<file path="src/logic/rcf_pkg.sv">
// Package for the reset cause flag register block.
// Assumes one clock domain (pclk) and an APB register interface.
package rcf_pkg;

    // Register byte offsets
    localparam logic [11:0] RCF_OFF_STATUS   = 12'h000;
    localparam logic [11:0] RCF_OFF_IRQ_EN   = 12'h004;
    localparam logic [11:0] RCF_OFF_IRQ_CLR  = 12'h008;
    localparam logic [11:0] RCF_OFF_DS_CTRL  = 12'h00C;
    localparam logic [11:0] RCF_OFF_WDT_STAT = 12'h010;

    // Field positions in reset_cause_status
    localparam int RCF_BIT_POR     = 0;
    localparam int RCF_BIT_BOR     = 1;
    localparam int RCF_BIT_IDLE    = 2;
    localparam int RCF_BIT_SLEEP   = 3;
    localparam int RCF_BIT_WATCHDOG_TIMEOUT_FLAG    = 4;
    localparam int RCF_BIT_SOFT_WATCHDOG_ENABLE  = 5;
    localparam int RCF_BIT_SWRST   = 6;
    localparam int RCF_BIT_EXTRST  = 7;
    localparam int RCF_BIT_CFGMIS  = 9;
    localparam int RCF_BIT_DSLP    = 10;
    localparam int RCF_BIT_ILLEGAL = 14;
    localparam int RCF_BIT_TRAP    = 15;
    // Deep sleep enable inside deep_sleep_control
    localparam int RCF_BIT_DEEP_SLEEP_ENABLE    = 15;

    localparam int RCF_REG_W = 16;

    // Implemented bits of reset_cause_status
    localparam logic [15:0] RCF_STATUS_MASK  = 16'hC6FF;
    // Flag bits only (enable bit excluded)
    localparam logic [15:0] RCF_FLAG_MASK    = 16'hC6DF;
    // Power-on value: power-on and brown-out flags set
    localparam logic [15:0] RCF_STATUS_RESET = 16'h0003;
    localparam logic [15:0] RCF_DSCTRL_MASK  = 16'h8000;

    // Power-save instruction kinds
    typedef enum logic [1:0]
    {
        RCF_PS_NONE,
        RCF_PS_IDLE,
        RCF_PS_SLEEP
    } rcf_ps_e;

endpackage

</file>
<file path="src/logic/rcf_apb_decode.sv">
// APB address decode and access strobes for the reset cause block.
// Strobes span the whole access phase; the top picks the cycle that acts.
module rcf_apb_decode
    import rcf_pkg::*;
(
    // APB request
    input  wire logic        psel,
    input  wire logic        penable,
    input  wire logic        pwrite,
    input  wire logic [11:0] paddr,
    // Decoded strobes
    output logic             wr_status,
    output logic             wr_irq_en,
    output logic             wr_irq_clr,
    output logic             wr_ds_ctrl,
    output logic             rd_access,
    output logic             bad_addr
);

    logic access;
    logic hit;

    always_comb
    begin
        access     = psel && penable;
        hit        = (paddr == RCF_OFF_STATUS) || (paddr == RCF_OFF_IRQ_EN)
                     || (paddr == RCF_OFF_IRQ_CLR) || (paddr == RCF_OFF_DS_CTRL)
                     || (paddr == RCF_OFF_WDT_STAT);
        wr_status  = access && pwrite && (paddr == RCF_OFF_STATUS);
        wr_irq_en  = access && pwrite && (paddr == RCF_OFF_IRQ_EN);
        wr_irq_clr = access && pwrite && (paddr == RCF_OFF_IRQ_CLR);
        wr_ds_ctrl = access && pwrite && (paddr == RCF_OFF_DS_CTRL);
        rd_access  = access && !pwrite;
        bad_addr   = access && !hit;
    end

endmodule

</file>
<file path="src/logic/rcf_event_mux.sv">
// Maps hardware cause events onto status bit set and clear vectors.
// Assumes event inputs are one-cycle pulses synchronous to pclk.
module rcf_event_mux
    import rcf_pkg::*;
(
    // Cause events
    input  wire logic        trap_conflict,
    input  wire logic        illegal_instruction,
    input  wire logic        config_mismatch,
    input  wire logic        master_clear_pin,
    input  wire logic        reset_instruction,
    input  wire logic        watchdog_expired,
    input  wire logic        brownout,
    input  wire logic [1:0]  power_save_instruction,
    input  wire logic        deep_sleep_enable,
    // Result
    output logic      [15:0] hw_set,
    output logic      [15:0] hw_clr
);

    always_comb
    begin
        hw_set = 16'h0000;
        hw_clr = 16'h0000;
        hw_set[RCF_BIT_TRAP]    = trap_conflict;
        hw_set[RCF_BIT_ILLEGAL] = illegal_instruction;
        hw_set[RCF_BIT_CFGMIS]  = config_mismatch;
        hw_set[RCF_BIT_EXTRST]  = master_clear_pin;
        hw_set[RCF_BIT_SWRST]   = reset_instruction;
        hw_set[RCF_BIT_WATCHDOG_TIMEOUT_FLAG]    = watchdog_expired;
        hw_set[RCF_BIT_BOR]     = brownout;
        hw_set[RCF_BIT_SLEEP]   = power_save_instruction == RCF_PS_SLEEP;
        hw_set[RCF_BIT_IDLE]    = power_save_instruction == RCF_PS_IDLE;
        hw_set[RCF_BIT_DSLP]    = (power_save_instruction == RCF_PS_SLEEP)
                                  && deep_sleep_enable;
        // Any power-save instruction clears the time-out flag
        hw_clr[RCF_BIT_WATCHDOG_TIMEOUT_FLAG]    = power_save_instruction != RCF_PS_NONE;
    end

endmodule

</file>
<file path="src/logic/rcf_top.sv">
// Reset cause flag register: sticky cause flags, watchdog enable, APB access.
// Assumes events are synchronous one-cycle pulses on pclk; power-on reset is presetn.
//
// Register access over APB and the address map were chosen for this implementation.

// Notes on behaviour
// - Bit 5 software enables or disables watchdog.
// - Unprogrammed fuse forces watchdog always on.
// - Time-out sets bit 4; power-save clears it.
// - Sleep instruction sets bit 3.
// - Idle instruction sets bit 2.
// - Brown-out or power-on sets bit 1.
// - Power-on sets bit 0.
// - Software sets or clears flags, never resets.
// - Trap sets bit 15, illegal op bit 14.
// - Mismatch bit 9, pin bit 7, instruction 6.
// - Sleep with deep-sleep enable sets bit 10.
module rcf_top
    import rcf_pkg::*;
(
    // APB
    input  wire logic        pclk,
    input  wire logic        presetn,
    input  wire logic        psel,
    input  wire logic        penable,
    input  wire logic        pwrite,
    input  wire logic [11:0] paddr,
    input  wire logic [31:0] pwdata,
    output logic      [31:0] prdata,
    output logic             pready,
    output logic             pslverr,
    // Cause events
    input  wire logic        trap_conflict,
    input  wire logic        illegal_instruction,
    input  wire logic        config_mismatch,
    input  wire logic        master_clear_pin,
    input  wire logic        reset_instruction,
    input  wire logic        watchdog_expired,
    input  wire logic        brownout,
    input  wire logic [1:0]  power_save_instruction,
    // Configuration
    input  wire logic        watchdog_config_fuse,
    // Outputs
    output logic             watchdog_timer_enable,
    output logic             irq
);

    logic [15:0] reset_cause_status;
    logic [15:0] next_reset_cause_status;
    logic [15:0] irq_enable;
    logic [15:0] next_irq_enable;
    logic [15:0] irq_status;
    logic [15:0] next_irq_status;
    logic [15:0] deep_sleep_control;
    logic [15:0] next_deep_sleep_control;
    logic [31:0] next_prdata;
    logic        next_pslverr;
    logic        next_pready;
    logic        next_irq;
    logic        next_wdt_en;
    logic [15:0] hw_set;
    logic [15:0] hw_clr;
    logic        wr_status;
    logic        wr_irq_en;
    logic        wr_irq_clr;
    logic        wr_ds_ctrl;
    logic        rd_access;
    logic        bad_addr;
    logic        deep_sleep_enable;

    assign deep_sleep_enable = deep_sleep_control[RCF_BIT_DEEP_SLEEP_ENABLE];

    rcf_event_mux rcf_event_mux_inst
    (
        .trap_conflict          (trap_conflict),
        .illegal_instruction    (illegal_instruction),
        .config_mismatch        (config_mismatch),
        .master_clear_pin       (master_clear_pin),
        .reset_instruction      (reset_instruction),
        .watchdog_expired       (watchdog_expired),
        .brownout               (brownout),
        .power_save_instruction (power_save_instruction),
        .deep_sleep_enable      (deep_sleep_enable),
        .hw_set                 (hw_set),
        .hw_clr                 (hw_clr)
    );

    rcf_apb_decode rcf_apb_decode_inst
    (
        .psel       (psel),
        .penable    (penable),
        .pwrite     (pwrite),
        .paddr      (paddr),
        .wr_status  (wr_status),
        .wr_irq_en  (wr_irq_en),
        .wr_irq_clr (wr_irq_clr),
        .wr_ds_ctrl (wr_ds_ctrl),
        .rd_access  (rd_access),
        .bad_addr   (bad_addr)
    );

    // Sticky flag update: clear first, then set, so a same-cycle set wins
    function automatic logic [15:0] sticky_update
    (
        input logic [15:0] current,
        input logic [15:0] set_bits,
        input logic [15:0] clr_bits
    );
        sticky_update = (current & ~clr_bits) | set_bits;
    endfunction

    // Status register next value
    always_comb
    begin
        next_reset_cause_status = reset_cause_status;
        // Writes land on the last access cycle only
        if (wr_status && pready)
        begin
            // Plain store only; nothing here feeds any reset path
            next_reset_cause_status = pwdata[15:0] & RCF_STATUS_MASK;
        end
        // Power-save clear of the time-out flag loses to a same-cycle set
        next_reset_cause_status = sticky_update(next_reset_cause_status,
                                                hw_set & RCF_FLAG_MASK,
                                                hw_clr);
    end

    // Watchdog enable follows the status value being stored
    always_comb
    begin
        next_wdt_en = watchdog_config_fuse
                      || next_reset_cause_status[RCF_BIT_SOFT_WATCHDOG_ENABLE];
    end

    // Status and watchdog enable registers
    always_ff @(posedge pclk or negedge presetn)
    begin
        if (!presetn)
        begin
            reset_cause_status    <= RCF_STATUS_RESET;
            watchdog_timer_enable <= 1'b0;
        end
        else
        begin
            reset_cause_status    <= next_reset_cause_status;
            watchdog_timer_enable <= next_wdt_en;
        end
    end

    // Interrupt status and enable next values
    always_comb
    begin
        next_irq_enable = irq_enable;
        if (wr_irq_en && pready)
        begin
            next_irq_enable = pwdata[15:0] & RCF_FLAG_MASK;
        end
        next_irq_status = irq_status;
        if (wr_irq_clr && pready)
        begin
            next_irq_status = sticky_update(irq_status, 16'h0000, pwdata[15:0]);
        end
        next_irq_status = sticky_update(next_irq_status, hw_set & RCF_FLAG_MASK,
                                        16'h0000);
        next_irq        = |(next_irq_status & next_irq_enable);
    end

    // Interrupt registers
    always_ff @(posedge pclk or negedge presetn)
    begin
        if (!presetn)
        begin
            irq_enable <= 16'h0000;
            irq_status <= 16'h0000;
            irq        <= 1'b0;
        end
        else
        begin
            irq_enable <= next_irq_enable;
            irq_status <= next_irq_status;
            irq        <= next_irq;
        end
    end

    // Deep sleep control next value
    always_comb
    begin
        next_deep_sleep_control = deep_sleep_control;
        if (wr_ds_ctrl && pready)
        begin
            next_deep_sleep_control = pwdata[15:0] & RCF_DSCTRL_MASK;
        end
    end

    // Deep sleep control register
    always_ff @(posedge pclk or negedge presetn)
    begin
        if (!presetn)
        begin
            deep_sleep_control <= 16'h0000;
        end
        else
        begin
            deep_sleep_control <= next_deep_sleep_control;
        end
    end

    // Bus answer: one wait state, so data and error stand while pready is high
    always_comb
    begin
        next_pready  = psel && penable && !pready;
        next_pslverr = bad_addr && !pready;
        next_prdata  = 32'h0000_0000;
        if (rd_access && !pready)
        begin
            unique case (paddr)
                RCF_OFF_STATUS:   next_prdata = {16'h0000, reset_cause_status};
                RCF_OFF_IRQ_EN:   next_prdata = {16'h0000, irq_enable};
                RCF_OFF_IRQ_CLR:  next_prdata = {16'h0000, irq_status};
                RCF_OFF_DS_CTRL:  next_prdata = {16'h0000, deep_sleep_control};
                RCF_OFF_WDT_STAT: next_prdata = {31'h0000_0000, watchdog_timer_enable};
                default:          next_prdata = 32'h0000_0000;
            endcase
        end
    end

    // Bus answer registers
    always_ff @(posedge pclk or negedge presetn)
    begin
        if (!presetn)
        begin
            prdata  <= 32'h0000_0000;
            pslverr <= 1'b0;
            pready  <= 1'b0;
        end
        else
        begin
            prdata  <= next_prdata;
            pslverr <= next_pslverr;
            pready  <= next_pready;
        end
    end

endmodule

</file>
<file path="config.mk">
export PLATFORM = sky130hd
export DESIGN_NAME = rcf_top
export DESIGN_NICKNAME = d
export VERILOG_FILES = /design/src/logic/rcf_pkg.sv /design/src/logic/rcf_apb_decode.sv /design/src/logic/rcf_event_mux.sv /design/src/logic/rcf_top.sv
export SDC_FILE = /design/constraint.sdc
export NUM_CORES = 1
export LEC_CHECK = 0
export ABC_AREA = 1
export BUFFER_PORTS_ARGS = -buffer_cell sky130_fd_sc_hd__buf_2
export CAP_MARGIN = 20
export CORE_MARGIN = 4
export CORE_UTILIZATION = 51
export DETAILED_ROUTE_END_ITERATION = 10
export GPL_TIMING_DRIVEN = 0
export PLACE_DENSITY = 0.83
export SLEW_MARGIN = 0
export SYNTH_ARGS = -nofsm -noshare
export SYNTH_HDL_FRONTEND = slang
export SYNTH_SLANG_ARGS = --single-unit
</file>
<file path="constraint.sdc">
create_clock -name pclk -period 2.9 [get_ports pclk]
set_input_delay 0.145 -clock pclk [delete_from_list [all_inputs] [get_ports pclk]]
set_output_delay 0.145 -clock pclk [all_outputs]
set_load 0.005 [all_outputs]
</file>
# Word-level counts from Yosys, hierarchy flattened
# Index checks and enable logic that the tools add are counted.
[classes] n_eq_ne=6 bitwise=7 mux=5 n_reduce_logical=27
[op_table] cell="$pmux W16 S5" count=1
[op_table] cell="$and A16 B16 Y16" count=3
[op_table] cell="$mux W16" count=3
[op_table] cell="$mux W32" count=1
[op_table] cell="$or A16 B16 Y16" count=2
[op_table] cell="$eq A12 B4 Y1 const B" count=2
[op_table] cell="$logic_and A1 B1 Y1" count=16
[op_table] cell="$not A16 Y16" count=1
[op_table] cell="$not A5 Y16" count=1
[op_table] cell="$reduce_or A16 Y1" count=1
[op_table] cell="$eq A12 B3 Y1 const B" count=1
[op_table] cell="$eq A12 B5 Y1 const B" count=1
[op_table] cell="$logic_not A12 Y1" count=1
[op_table] cell="$logic_or A1 B1 Y1" count=5
[op_table] cell="$logic_not A1 Y1" count=3
[op_table] cell="$eq A2 B1 Y1 const B" count=1
[op_table] cell="$eq A2 B2 Y1 const B" count=1
[op_table] cell="$reduce_bool A2 Y1" count=1
[totals] out_inout_bits=36 word_cells=54 input_bits=59 regBits=85

# Longest topological paths before layout
# Gate-level depths: netlist of the first run.
[logic_depth] depth_word=8 depth_mapped=13 depth_no_buf=13

# Hierarchy
# Synthesis of the first run repeated with hierarchy kept, for this count alone.
[hier_totals] hier_cells=511 area_unflattened_um2=3803.6
[by_module_without_submodules] module="rcf_top" n_inst=1 area_per_inst_um2=3389.5 seq_area_each_um2=1729.2 cells_per_inst=432
[by_module_without_submodules] module="rcf_event_mux" n_inst=1 area_per_inst_um2=242.7 seq_area_each_um2=0.0 cells_per_inst=36
[by_module_without_submodules] module="rcf_apb_decode" n_inst=1 area_per_inst_um2=171.4 seq_area_each_um2=0.0 cells_per_inst=43

# Least setup slack after synthesis of the first run
# No wires, ideal clock.
[synth_path] path_type="register to register" from="register pready" to="register irq" period_less_slack_ps=1490 stages_incl_launch_ff=11 setup_ps=119 arrival_ps=1372 required_time_ps=2781 n_path_buf=1 slack_ps=1410 path_cell_list="dfrtp_1 nand2_1 nor2_4 buf_2 nand4_1 nand2_1 nor2_1 nor2_1 nand3_1 nor2_1 nand2_1"
[synth_between] elab_chain_len=5 word_cells_on_any_way=7 classes_between="mux: 2; bitwise: 2; reduce/logical: 3"
[synth_lines] element="start, declared" line_no="rcf_top.sv:30" text="output logic pready,"
[synth_lines] element="start signal, assigned" line_no="rcf_top.sv:240" text="pready <= next_pready;"
[synth_lines] element="$logic_and A1 B1 Y1" line_no="rcf_top.sv:159" text="if (wr_irq_clr && pready)"
[synth_lines] element="$mux W16" line_no="rcf_top.sv:159"
[synth_lines] element="$or A16 B16 Y16" line_no="rcf_top.sv:109" text="sticky_update = (current & ~clr_bits) | set_bits;"
[synth_lines] element="$and A16 B16 Y16 *" line_no="rcf_top.sv:165" text="next_irq = |(next_irq_status & next_irq_enable);"
[synth_lines] element="$reduce_or A16 Y1 *" line_no="rcf_top.sv:165"
[synth_lines] element="via next_irq" line_no="rcf_top.sv:59" text="logic next_irq;"
[synth_lines] element="end signal, assigned" line_no="rcf_top.sv:181" text="irq <= next_irq;"
[synth_lines] element="end, declared" line_no="rcf_top.sv:45" text="output logic irq"
# Mark *: on every way through the listed nets, which the timed path passes. The rest lies on a longest branch.
# A chain may end at the register's enable or synchronous reset.

# Worst setup path after layout of the first run
# Ends and elaborated chain as after synthesis.

==> results.cfg, run 1 <==
[yosys]
yosysSeqAreaShare_pct = 50.9
avgSynthCellArea_um2 = 8.44
synth_most_common_cell = nand2_1
ys_types = 31
synth_area_leaders = dfrtp_1, nand2_1, inv_1
synthTopCellsByCount = nand2_1, dfrtp_1, inv_1, nor2_1, nand4_1
synth_largest_area_cell = dfrtp_1
synthCells = 379
async_flop_share_pct = 100
ys_ff_latch = 65
synth.top_cell.area_share_pct = 49.3
dominantRegCellSynth = dfrtp_1
yosysWarnings = 0
synth-edff-count = 0
netlist_area_mm2 = 0.00320

[setup_path]
critPathBufInv = 1
path_cells = nand2_1, nor2_4, buf_2, nand4_1, nand2_1, nor2_1, a21oi_1, nand2_1, nor2_1, nand2_1
worstSetupEndpointType = flip-flop
rr_startpoint = pready
startpoint_type = flip-flop
cp_common_cell = nand2_1
reg2regPathDepth = 10
path_delay_family = simple AND/OR/NAND/NOR gates
critPathKind = reg2reg
cpPeakStageDelay_ps = 380
r2r_end = irq
path_max_fanout = 10
reg2reg_slack_ps = 1030
worstPathRequired_ps = 3120
cp.arrival_ps = 2090
slowest_stage = dfrtp_1

[pwr]
powerDensity_mw_per_mm2 = 445
leakagePower_nw = 2.18
ir_worst_vdd_mv = 0.375

[floorplanning]
die_h_um = 87.2
core-area_mm2 = 0.00599
num_rows = 28
ios = 95
die_x_um = 87.2
die_area_mm2 = 0.00760
start_util_pct = 53.4

[route]
ant_nets = 0
drtPass1Iterations = 5
wl_met2_um = 3930
met3_length_um = 683
dr_total_vias = 2877
drt-met1-wl_um = 3270
wl_um = 8100
route.detailed.drc = 0
wire_per_inst_um = 14.8
vias_per_cell = 5.27
top_layer_used = met4
drt_iter0_markers = 207

[finish]
nNetsFinal = 527
antenna_cells = 0
drive_gt1_share_pct = 26.3
final_area_mm2 = 0.00385
area_growth_pct = 20.5

[global_route]
grt_usage_pct = 22.5
grt_max_degree = 36
grt_pass1_vias = 2759
grt.overflow.total = 0
antenna_found_initial = 0
grt_pass1_wl_um = 13000

[outcome]
status = finished, final reports clean

[placed_design]
dp_hpwl_um = 5780
placed_area_mm2 = 0.00367
port_buffers = 61
gp_congestion = 0.879

[timing]
slew_viol_final = 0
fin_skew_ps = 9.29
min_period_over_period_pct = 64.5
fin_hold_ws_ps = 12.9
tightestPinTransition_ps = 796
tns_ps = 0
max_freq_mhz = 535
finalSetupViolations = 0
hold_viol = 0
period_needed_ps = 1870
rsz0062_at_grt = no
max-slew-margin-rel_pct = 46.9

[clock_tree]
clk_pin_slew_worst_paths_ps = 70
clk_latency_ps = 340
ctsHoldBuffers = 1
cts_buffers = 9
clock-sinks = 65
cts_tree = built
cts_root_buffer = clkbuf_8
post_cts_buffers = 0
cts_resized = 0
clk_path_buf_depth = 2
htree_levels = 3

[min_path]
min_path_type = in2reg
min_to = watchdog_timer_enable
hold_depth = 2
hold_start = watchdog_config_fuse

[job]
maxCapViolCount = 0
-- worst max-delay path by stage --
stage                       from  end  slack [ps]  cells after the start
final                     pready  irq        1030                     10
after global routing      pready  irq         870                     10
after CTS                 pready  irq        1030                     10
after detailed placement  pready  irq        1070                     10
after global placement    pready  irq        1140                     10
after floorplan           pready  irq        1410                     10
-- report_power, final --
| part | switching (W) | internal [W] | total, W | leakage [nW] |
|---|---|---|---|---|
| combinational | 0.0000687 | 0.0000492 | 0.000118 | 1.34 |
| clock | 0.000339 | 0.000344 | 0.000683 | 0.0871 |
| sequential | 0.00000210 | 0.000910 | 0.000912 | 0.753 |
-- per-stage QoR --
| step | cells | util (%) | worst slack [ps] | total power [W] |
|---|---|---|---|---|
| 2_1_floorplan | 394 | - | 1410 | 0.000980 |
| 3_3_place_gp | 530 | 61.0 | 1140 | 0.00104 |
| 3_5_place_dp | 531 | 61.3 | 1070 | 0.00104 |
| 4_1_cts | 546 | 64.3 | 1030 | 0.00172 |
| 5_1_grt | 546 | 64.3 | 872 | 0.00177 |
| 6_report | 546 | 64.3 | 1030 | 0.00171 |
-- sequential cells by signal, indices dropped and copies added, names as in the netlist --
register	count
pslverr	1
irq	1
prdata	16
irq_enable	16
pready	1
reset_cause_status	12
irq_status	16
watchdog_timer_enable	1
deep_sleep_control	1
-- per-layer routing --
metal  track usage (%)  vias to the layer above
met4              11.6                        0
li1                  -                     1363
met5                 0                        -
met2              34.7                      155
met1              29.8                     1340
met3              5.01                       19
-- logic make-up after synthesis --
group,after synthesis,synth area share (%)
buffers and inverters,91,14.2
AND/OR/NAND/NOR,183,26.8
AO/OA/AOI/OAI,38,7.63
other,1,0.117
multiplexers,1,0.313
flip-flops,65,50.9
-- cells in the final DEF (no fill, tap or decap), types with 9 or more instances in the layout --
| master | instances |
|---|---|
| nand2_1 | 99 |
| nand4_1 | 29 |
| clkbuf_8 | 11 |
| conb_1 | 16 |
| nor2_1 | 35 |
| buf_4 | 18 |
| dfrtp_1 | 63 |
| inv_1 | 57 |
| buf_2 | 67 |
| a221oi_1 | 9 |
| a21oi_1 | 13 |
-- layout make-up --
class                           instances  area, um2
Inverter                               62        233
Fill cell                             492       2140
Buffer                                 29        221
Timing Repair Buffer                   63        335
Clock inverter                          3       17.5
Clock buffer                           11        151
Sequential cell                        65       1630
Multi-Input combinational cell        238       1170
Tap cell                               75       93.8
No activity file was read; power rests on OpenSTA's default activity.
==> inputs of run 2 (changes only) <==
clock period = 1.8 ns   (was 2.9 ns; I/O delays follow)
==> run 2 against run 1 <==
- routed wire length up 1.8%
- worst hold slack improved by 1.1 ps
- final cell count rose by 2.7%
- clock power up 60%
- core utilization increased by 2.4 points
- via count rose by 2.1%
- fmax up 14%
- die area is the same
- sequential power rose by 61%
- non-clock buffer count grew 15
- critical path type unchanged
- largest power group unchanged
==> results.cfg, run 2 (synthesis results as in run 1) <==
[outcome]
status = finished, final reports clean

[floorplanning]
core-area_mm2 = 0.00599
die_area_mm2 = 0.00760
die_h_um = 87.2
num_rows = 28
start_util_pct = 53.4
ios = 95
die_x_um = 87.2

[pwr]
p_comb_share_pct = 7.6
ir_worst_vdd_mv = 0.607
p_sw_w = 0.000657
power_frac_clock_pct = 39.5
leakagePower_nw = 2.25
p_int_w = 0.00212
p_sw_share_pct = 23.7
powerDensity_mw_per_mm2 = 693
total_power_w = 0.00277
p_seq_share_pct = 53.0

[timing]
rsz0062_at_grt = no
slew_viol_final = 0
worst_slack_ps = 164
period_needed_ps = 1640
max_freq_mhz = 611
finalSetupViolations = 0
fin_hold_ws_ps = 14.0
tightestPinTransition_ps = 803
hold_viol = 0
fin_skew_ps = 5.68
max-slew-margin-rel_pct = 46.5
min_period_over_period_pct = 90.9

[setup_path]
path_cells = nand2_1, nor2_4, nand3_4, buf_6, nand2_1, nor2_1, a21oi_1, nand2_1, nor2_1, nand2_1
startpoint_type = flip-flop
cp.arrival_ps = 1860
reg2regPathDepth = 10
worstPathRequired_ps = 2020
path_delay_family = simple AND/OR/NAND/NOR gates
r2r_end = irq
critPathKind = reg2reg
cpPeakStageDelay_ps = 350
path_max_fanout = 10
worstSetupEndpointType = flip-flop
critPathBufInv = 1
rr_startpoint = pready
cp_common_cell = nand2_1
slowest_stage = dfrtp_1
reg2reg_slack_ps = 160

[clock_tree]
cts_tree = built
clk_latency_ps = 340
htree_levels = 3
clk_pin_slew_worst_paths_ps = 70
clock-sinks = 65
cts_buffers = 9
clk_path_buf_depth = 2
cts_root_buffer = clkbuf_8

[finish]
area_growth_pct = 25.0
drive_gt1_share_pct = 26.7
final_common_cell = nand2_1
fill_cells = 466
antenna_cells = 0
nNetsFinal = 542
reg_top3 = irq_enable: 16 flops, irq_status: 16 flops, prdata: 16 flops
layout_common_cells = nand2_1, buf_2, dfrtp_1, inv_1, nor2_1

[min_path]
hold_depth = 3
hold_start = pwdata[14]
min_to = irq_enable[14]
min_path_type = in2reg

[route]
ant_nets = 0
wl_um = 8250
dr_total_vias = 2936
route.detailed.drc = 0
wire_per_inst_um = 14.7
drtPass1Iterations = 6
vias_per_cell = 5.23
drt_iter0_markers = 239

[global_route]
grt_pass1_wl_um = 13100
grt_pass1_vias = 2801
antenna_found_initial = 0
grt_max_degree = 36
grt_usage_pct = 22.7
grt.overflow.total = 0

[placed_design]
port_buffers = 61
dp_hpwl_um = 5780
place_worst_setup_slack_ps = -25.6
gp_congestion = 0.879

[job]
maxCapViolCount = 0
## run 2: cell types whose count changed in the layout (fill, tap and decap cells not counted)
cell,change
buf_2,-1
buf_4,+5
buf_6,+2
dlygate4sd3_1,+9
## run 2: repair_timing
item	4_1_cts	5_1_grt
pin swaps	1	1
hold buffers	10	0
resized for setup	1	2
endpoints found under the hold margin	48	0
setup endpoints to repair	1	1
buffers inserted	2	4
## run 2: area by class of cell
type | instances | area (um2) | area share, %
Sequential cell | 65 | 1630 | 40.8
Buffer | 29 | 231 | 5.79
Clock inverter | 3 | 17.5 | 0.438
Clock buffer | 11 | 151 | 3.79
Inverter | 62 | 233 | 5.82
Multi-Input combinational cell | 238 | 1170 | 29.3
Timing Repair Buffer | 78 | 470 | 11.8
Tap cell | 75 | 93.8 | 2.35
## run 2: worst reg2reg max path, delay by kind of cell (launching register included)
family / cells / cell delay [ps]
AND/OR/NAND/NOR: 8 / 860
buffers and inverters: 1 / 180
AO/OA/AOI/OAI: 1 / 150
flip-flops: 1 / 350
## run 2: metrics by stage
step | TNS (ps) | cells | util [%] | area (um2)
floorplan | 0 | 394 | - | 3250
global placement | 0 | 530 | 61.0 | 3650
detailed placement | -25.6 | 531 | 61.3 | 3670
CTS | 0 | 557 | 66.1 | 3960
global route | 0 | 561 | 66.7 | 4000
finish | 0 | 561 | 66.7 | 4000
## run 2: power by group through the flow
stage	registers (W)	logic (W)	clock network, W
after floorplan	0.00150	0.0000830	0
after global placement	0.00150	0.000178	0
after detailed placement	0.00150	0.000187	0
after CTS	0.00147	0.000205	0.00111
after global routing	0.00147	0.000234	0.00117
final	0.00147	0.000209	0.00109
## run 2: how the worst max path moves through the flow
stage / from / endpoint / slack, ps / cells past startpoint
5_1_grt: pready / irq / 40 / 10
2_1_floorplan: pready / irq / 310 / 10
3_5_place_dp: pready / irq / -30 / 10
4_1_cts: pready / irq / 50 / 10
3_3_place_gp: pready / irq / 40 / 10
6_report: pready / irq / 160 / 10
## run 2: routing by layer
layer / share of wire (%) / track usage [%] / vias to the layer above
met2: 48 / 35.2 / 152
li1: - / - / 1391
met4: 3.0 / 12.3 / 0
met3: 8.5 / 5.11 / 22
met1: 41 / 29.7 / 1371
met5: 0 / 0 / -
==> inputs of run 3 (changes only) <==
RECOVER_POWER = 100   (was not set)
==> run 3 against run 2 <==
- sequential share of layout area increased by 0.40 points
- total power decreased by 0.38%
- largest power group unchanged
- die area unchanged
- routed wire length decreased by 0.69%
- register-to-register slack got worse by 20 ps
- fmax decreased by 1.3%
- first-iteration DRC count increased by 5.4%
==> results.cfg, run 3 (synthesis results as in run 1) <==
[outcome]
status = finished, final reports clean

[clock_tree]
htree_levels = 3
clk_pin_slew_worst_paths_ps = 60
cts_tree = built
clock-sinks = 65
cts_root_buffer = clkbuf_8
clk_path_buf_depth = 2
cts_buffers = 9
clk_latency_ps = 340

[global_route]
grt.overflow.total = 0
grt_max_degree = 36
grt_pass1_vias = 2801
grt_pass1_wl_um = 13100
grt_usage_pct = 22.7
antenna_found_initial = 0

[setup_path]
slowest_stage = dfrtp_1
crit_end = irq
worstSetupEndpointType = flip-flop
path_max_fanout = 10
worstPathRequired_ps = 2020
reg2regPathDepth = 10
critPathBufInv = 1
crit_cells = 10
critPathLaunch = pready
startpoint_type = flip-flop
r2r_end = irq
critPathKind = reg2reg
rr_startpoint = pready
cp.arrival_ps = 1880
cp_common_cell = nand2_1
path_cells = nand2_1, nor2_4, nand3_4, buf_6, nand2_1, nor2_1, a21oi_1, nand2_1, nor2_1, nand2_1
reg2reg_slack_ps = 140
cpPeakStageDelay_ps = 350
path_delay_family = simple AND/OR/NAND/NOR gates

[route]
route.detailed.drc = 0
ant_nets = 0
vias_per_cell = 5.16
wire_per_inst_um = 14.6
wl_um = 8190
drt_iter0_markers = 252
dr_total_vias = 2895
drtPass1Iterations = 5

[timing]
finalSetupViolations = 0
max-slew-margin-rel_pct = 43.8
slew_viol_final = 0
hold_viol = 0
max_freq_mhz = 603
tightestPinTransition_ps = 844
rsz0062_at_grt = no
fin_skew_ps = 6.12
min_period_over_period_pct = 92.1
period_needed_ps = 1660
fin_hold_ws_ps = 16.6

[placed_design]
dp_hpwl_um = 5780
port_buffers = 61
placed_area_mm2 = 0.00367
gp_congestion = 0.879

[floorplanning]
die_x_um = 87.2
die_h_um = 87.2
core-area_mm2 = 0.00599
die_area_mm2 = 0.00760
num_rows = 28
start_util_pct = 53.4
ios = 95

[pwr]
leakagePower_nw = 2.21
powerDensity_mw_per_mm2 = 698
ir_worst_vdd_mv = 0.604

[finish]
antenna_cells = 0
layout_common_cells = nand2_1, dfrtp_1, inv_1, buf_2, nor2_1
final_area_mm2 = 0.00396
area_growth_pct = 23.8
final_common_cell = nand2_1
fill_cells = 478
nNetsFinal = 542
drive_gt1_share_pct = 24.7
reg_top3 = irq_enable: 16 flops, irq_status: 16 flops, prdata: 16 flops

[min_path]
min_path_type = in2reg

[job]
maxCapViolCount = 0
run 3: cell count changes in the layout (fill, tap and decap cells not counted), sizes merged:
cell,previous run,this run
buf,97,82
clkbuf,11,26
run 3: routing by layer:
layer	wire length, um	track usage (%)	vias up
met1	3360	29.7	1342
met2	3950	35.2	144
met4	233	12.3	0
li1	-	-	1391
met5	0	0	-
met3	644	5.11	18
run 3: layout make-up:
| cell class | count | area, um2 | share of cell area (%) |
|---|---|---|---|
| well taps | 75 | 93.8 | 2.37 |
| clock buffers | 11 | 151 | 3.82 |
| plain buffers | 29 | 225 | 5.69 |
| clock inverters | 3 | 17.5 | 0.442 |
| flip-flops and latches | 65 | 1630 | 41.2 |
| multi-input cells | 238 | 1170 | 29.5 |
| repair buffers | 78 | 443 | 11.2 |
| inverters | 62 | 233 | 5.88 |
run 3: worst reg2reg max path, cell delays in order (launching register included):
cell	delay, ps
dfrtp_1	350
nand2_1	90
nor2_4	190
nand3_4	140
buf_6	180
nand2_1	80
nor2_1	80
a21oi_1	150
nand2_1	70
nor2_1	140
nand2_1	80
run 3: per-stage QoR:
step / std cells / setup slack (ps) / total power (W) / setup TNS (ps) / utilization [%]
after detailed placement: 531 / -25.6 / 0.00168 / -25.6 / 61.3
final: 561 / 142 / 0.00276 / 0 / 66.1
after global placement: 530 / 35.2 / 0.00167 / 0 / 61.0
after CTS: 557 / 54.4 / 0.00279 / 0 / 66.1
after floorplan: 394 / 310 / 0.00158 / 0 / -
after global routing: 561 / 41.2 / 0.00286 / 0 / 66.1
run 3: worst min path at each step:
stage	startpoint	end	slack, ps	depth (start not counted)
global route	pwdata[15]	deep_sleep_control[15]	10	3
global placement	master_clear_pin	reset_cause_status[7]	310	3
detailed placement	presetn	prdata[7]	220	1
finish	pwdata[14]	irq_enable[14]	20	3
CTS	pwdata[14]	irq_enable[14]	2	3
floorplan	presetn	deep_sleep_control[15]	-210	0
run 3: repair_timing:
item                       4_1_cts  5_1_grt
hold endpoints to repair        48        0
buffers inserted                 2        4
pin swaps                        1        1
gates resized for setup          1        2
setup endpoints to repair        1        1
hold buffers                    10        0
run 3: power breakdown:
group	internal, W	leakage [nW]	switching, W
registers	0.00147	0.753	0.00000288
logic	0.0000898	1.37	0.000113
clock network	0.000555	0.0871	0.000536
total	0.00211	2.21	0.000651
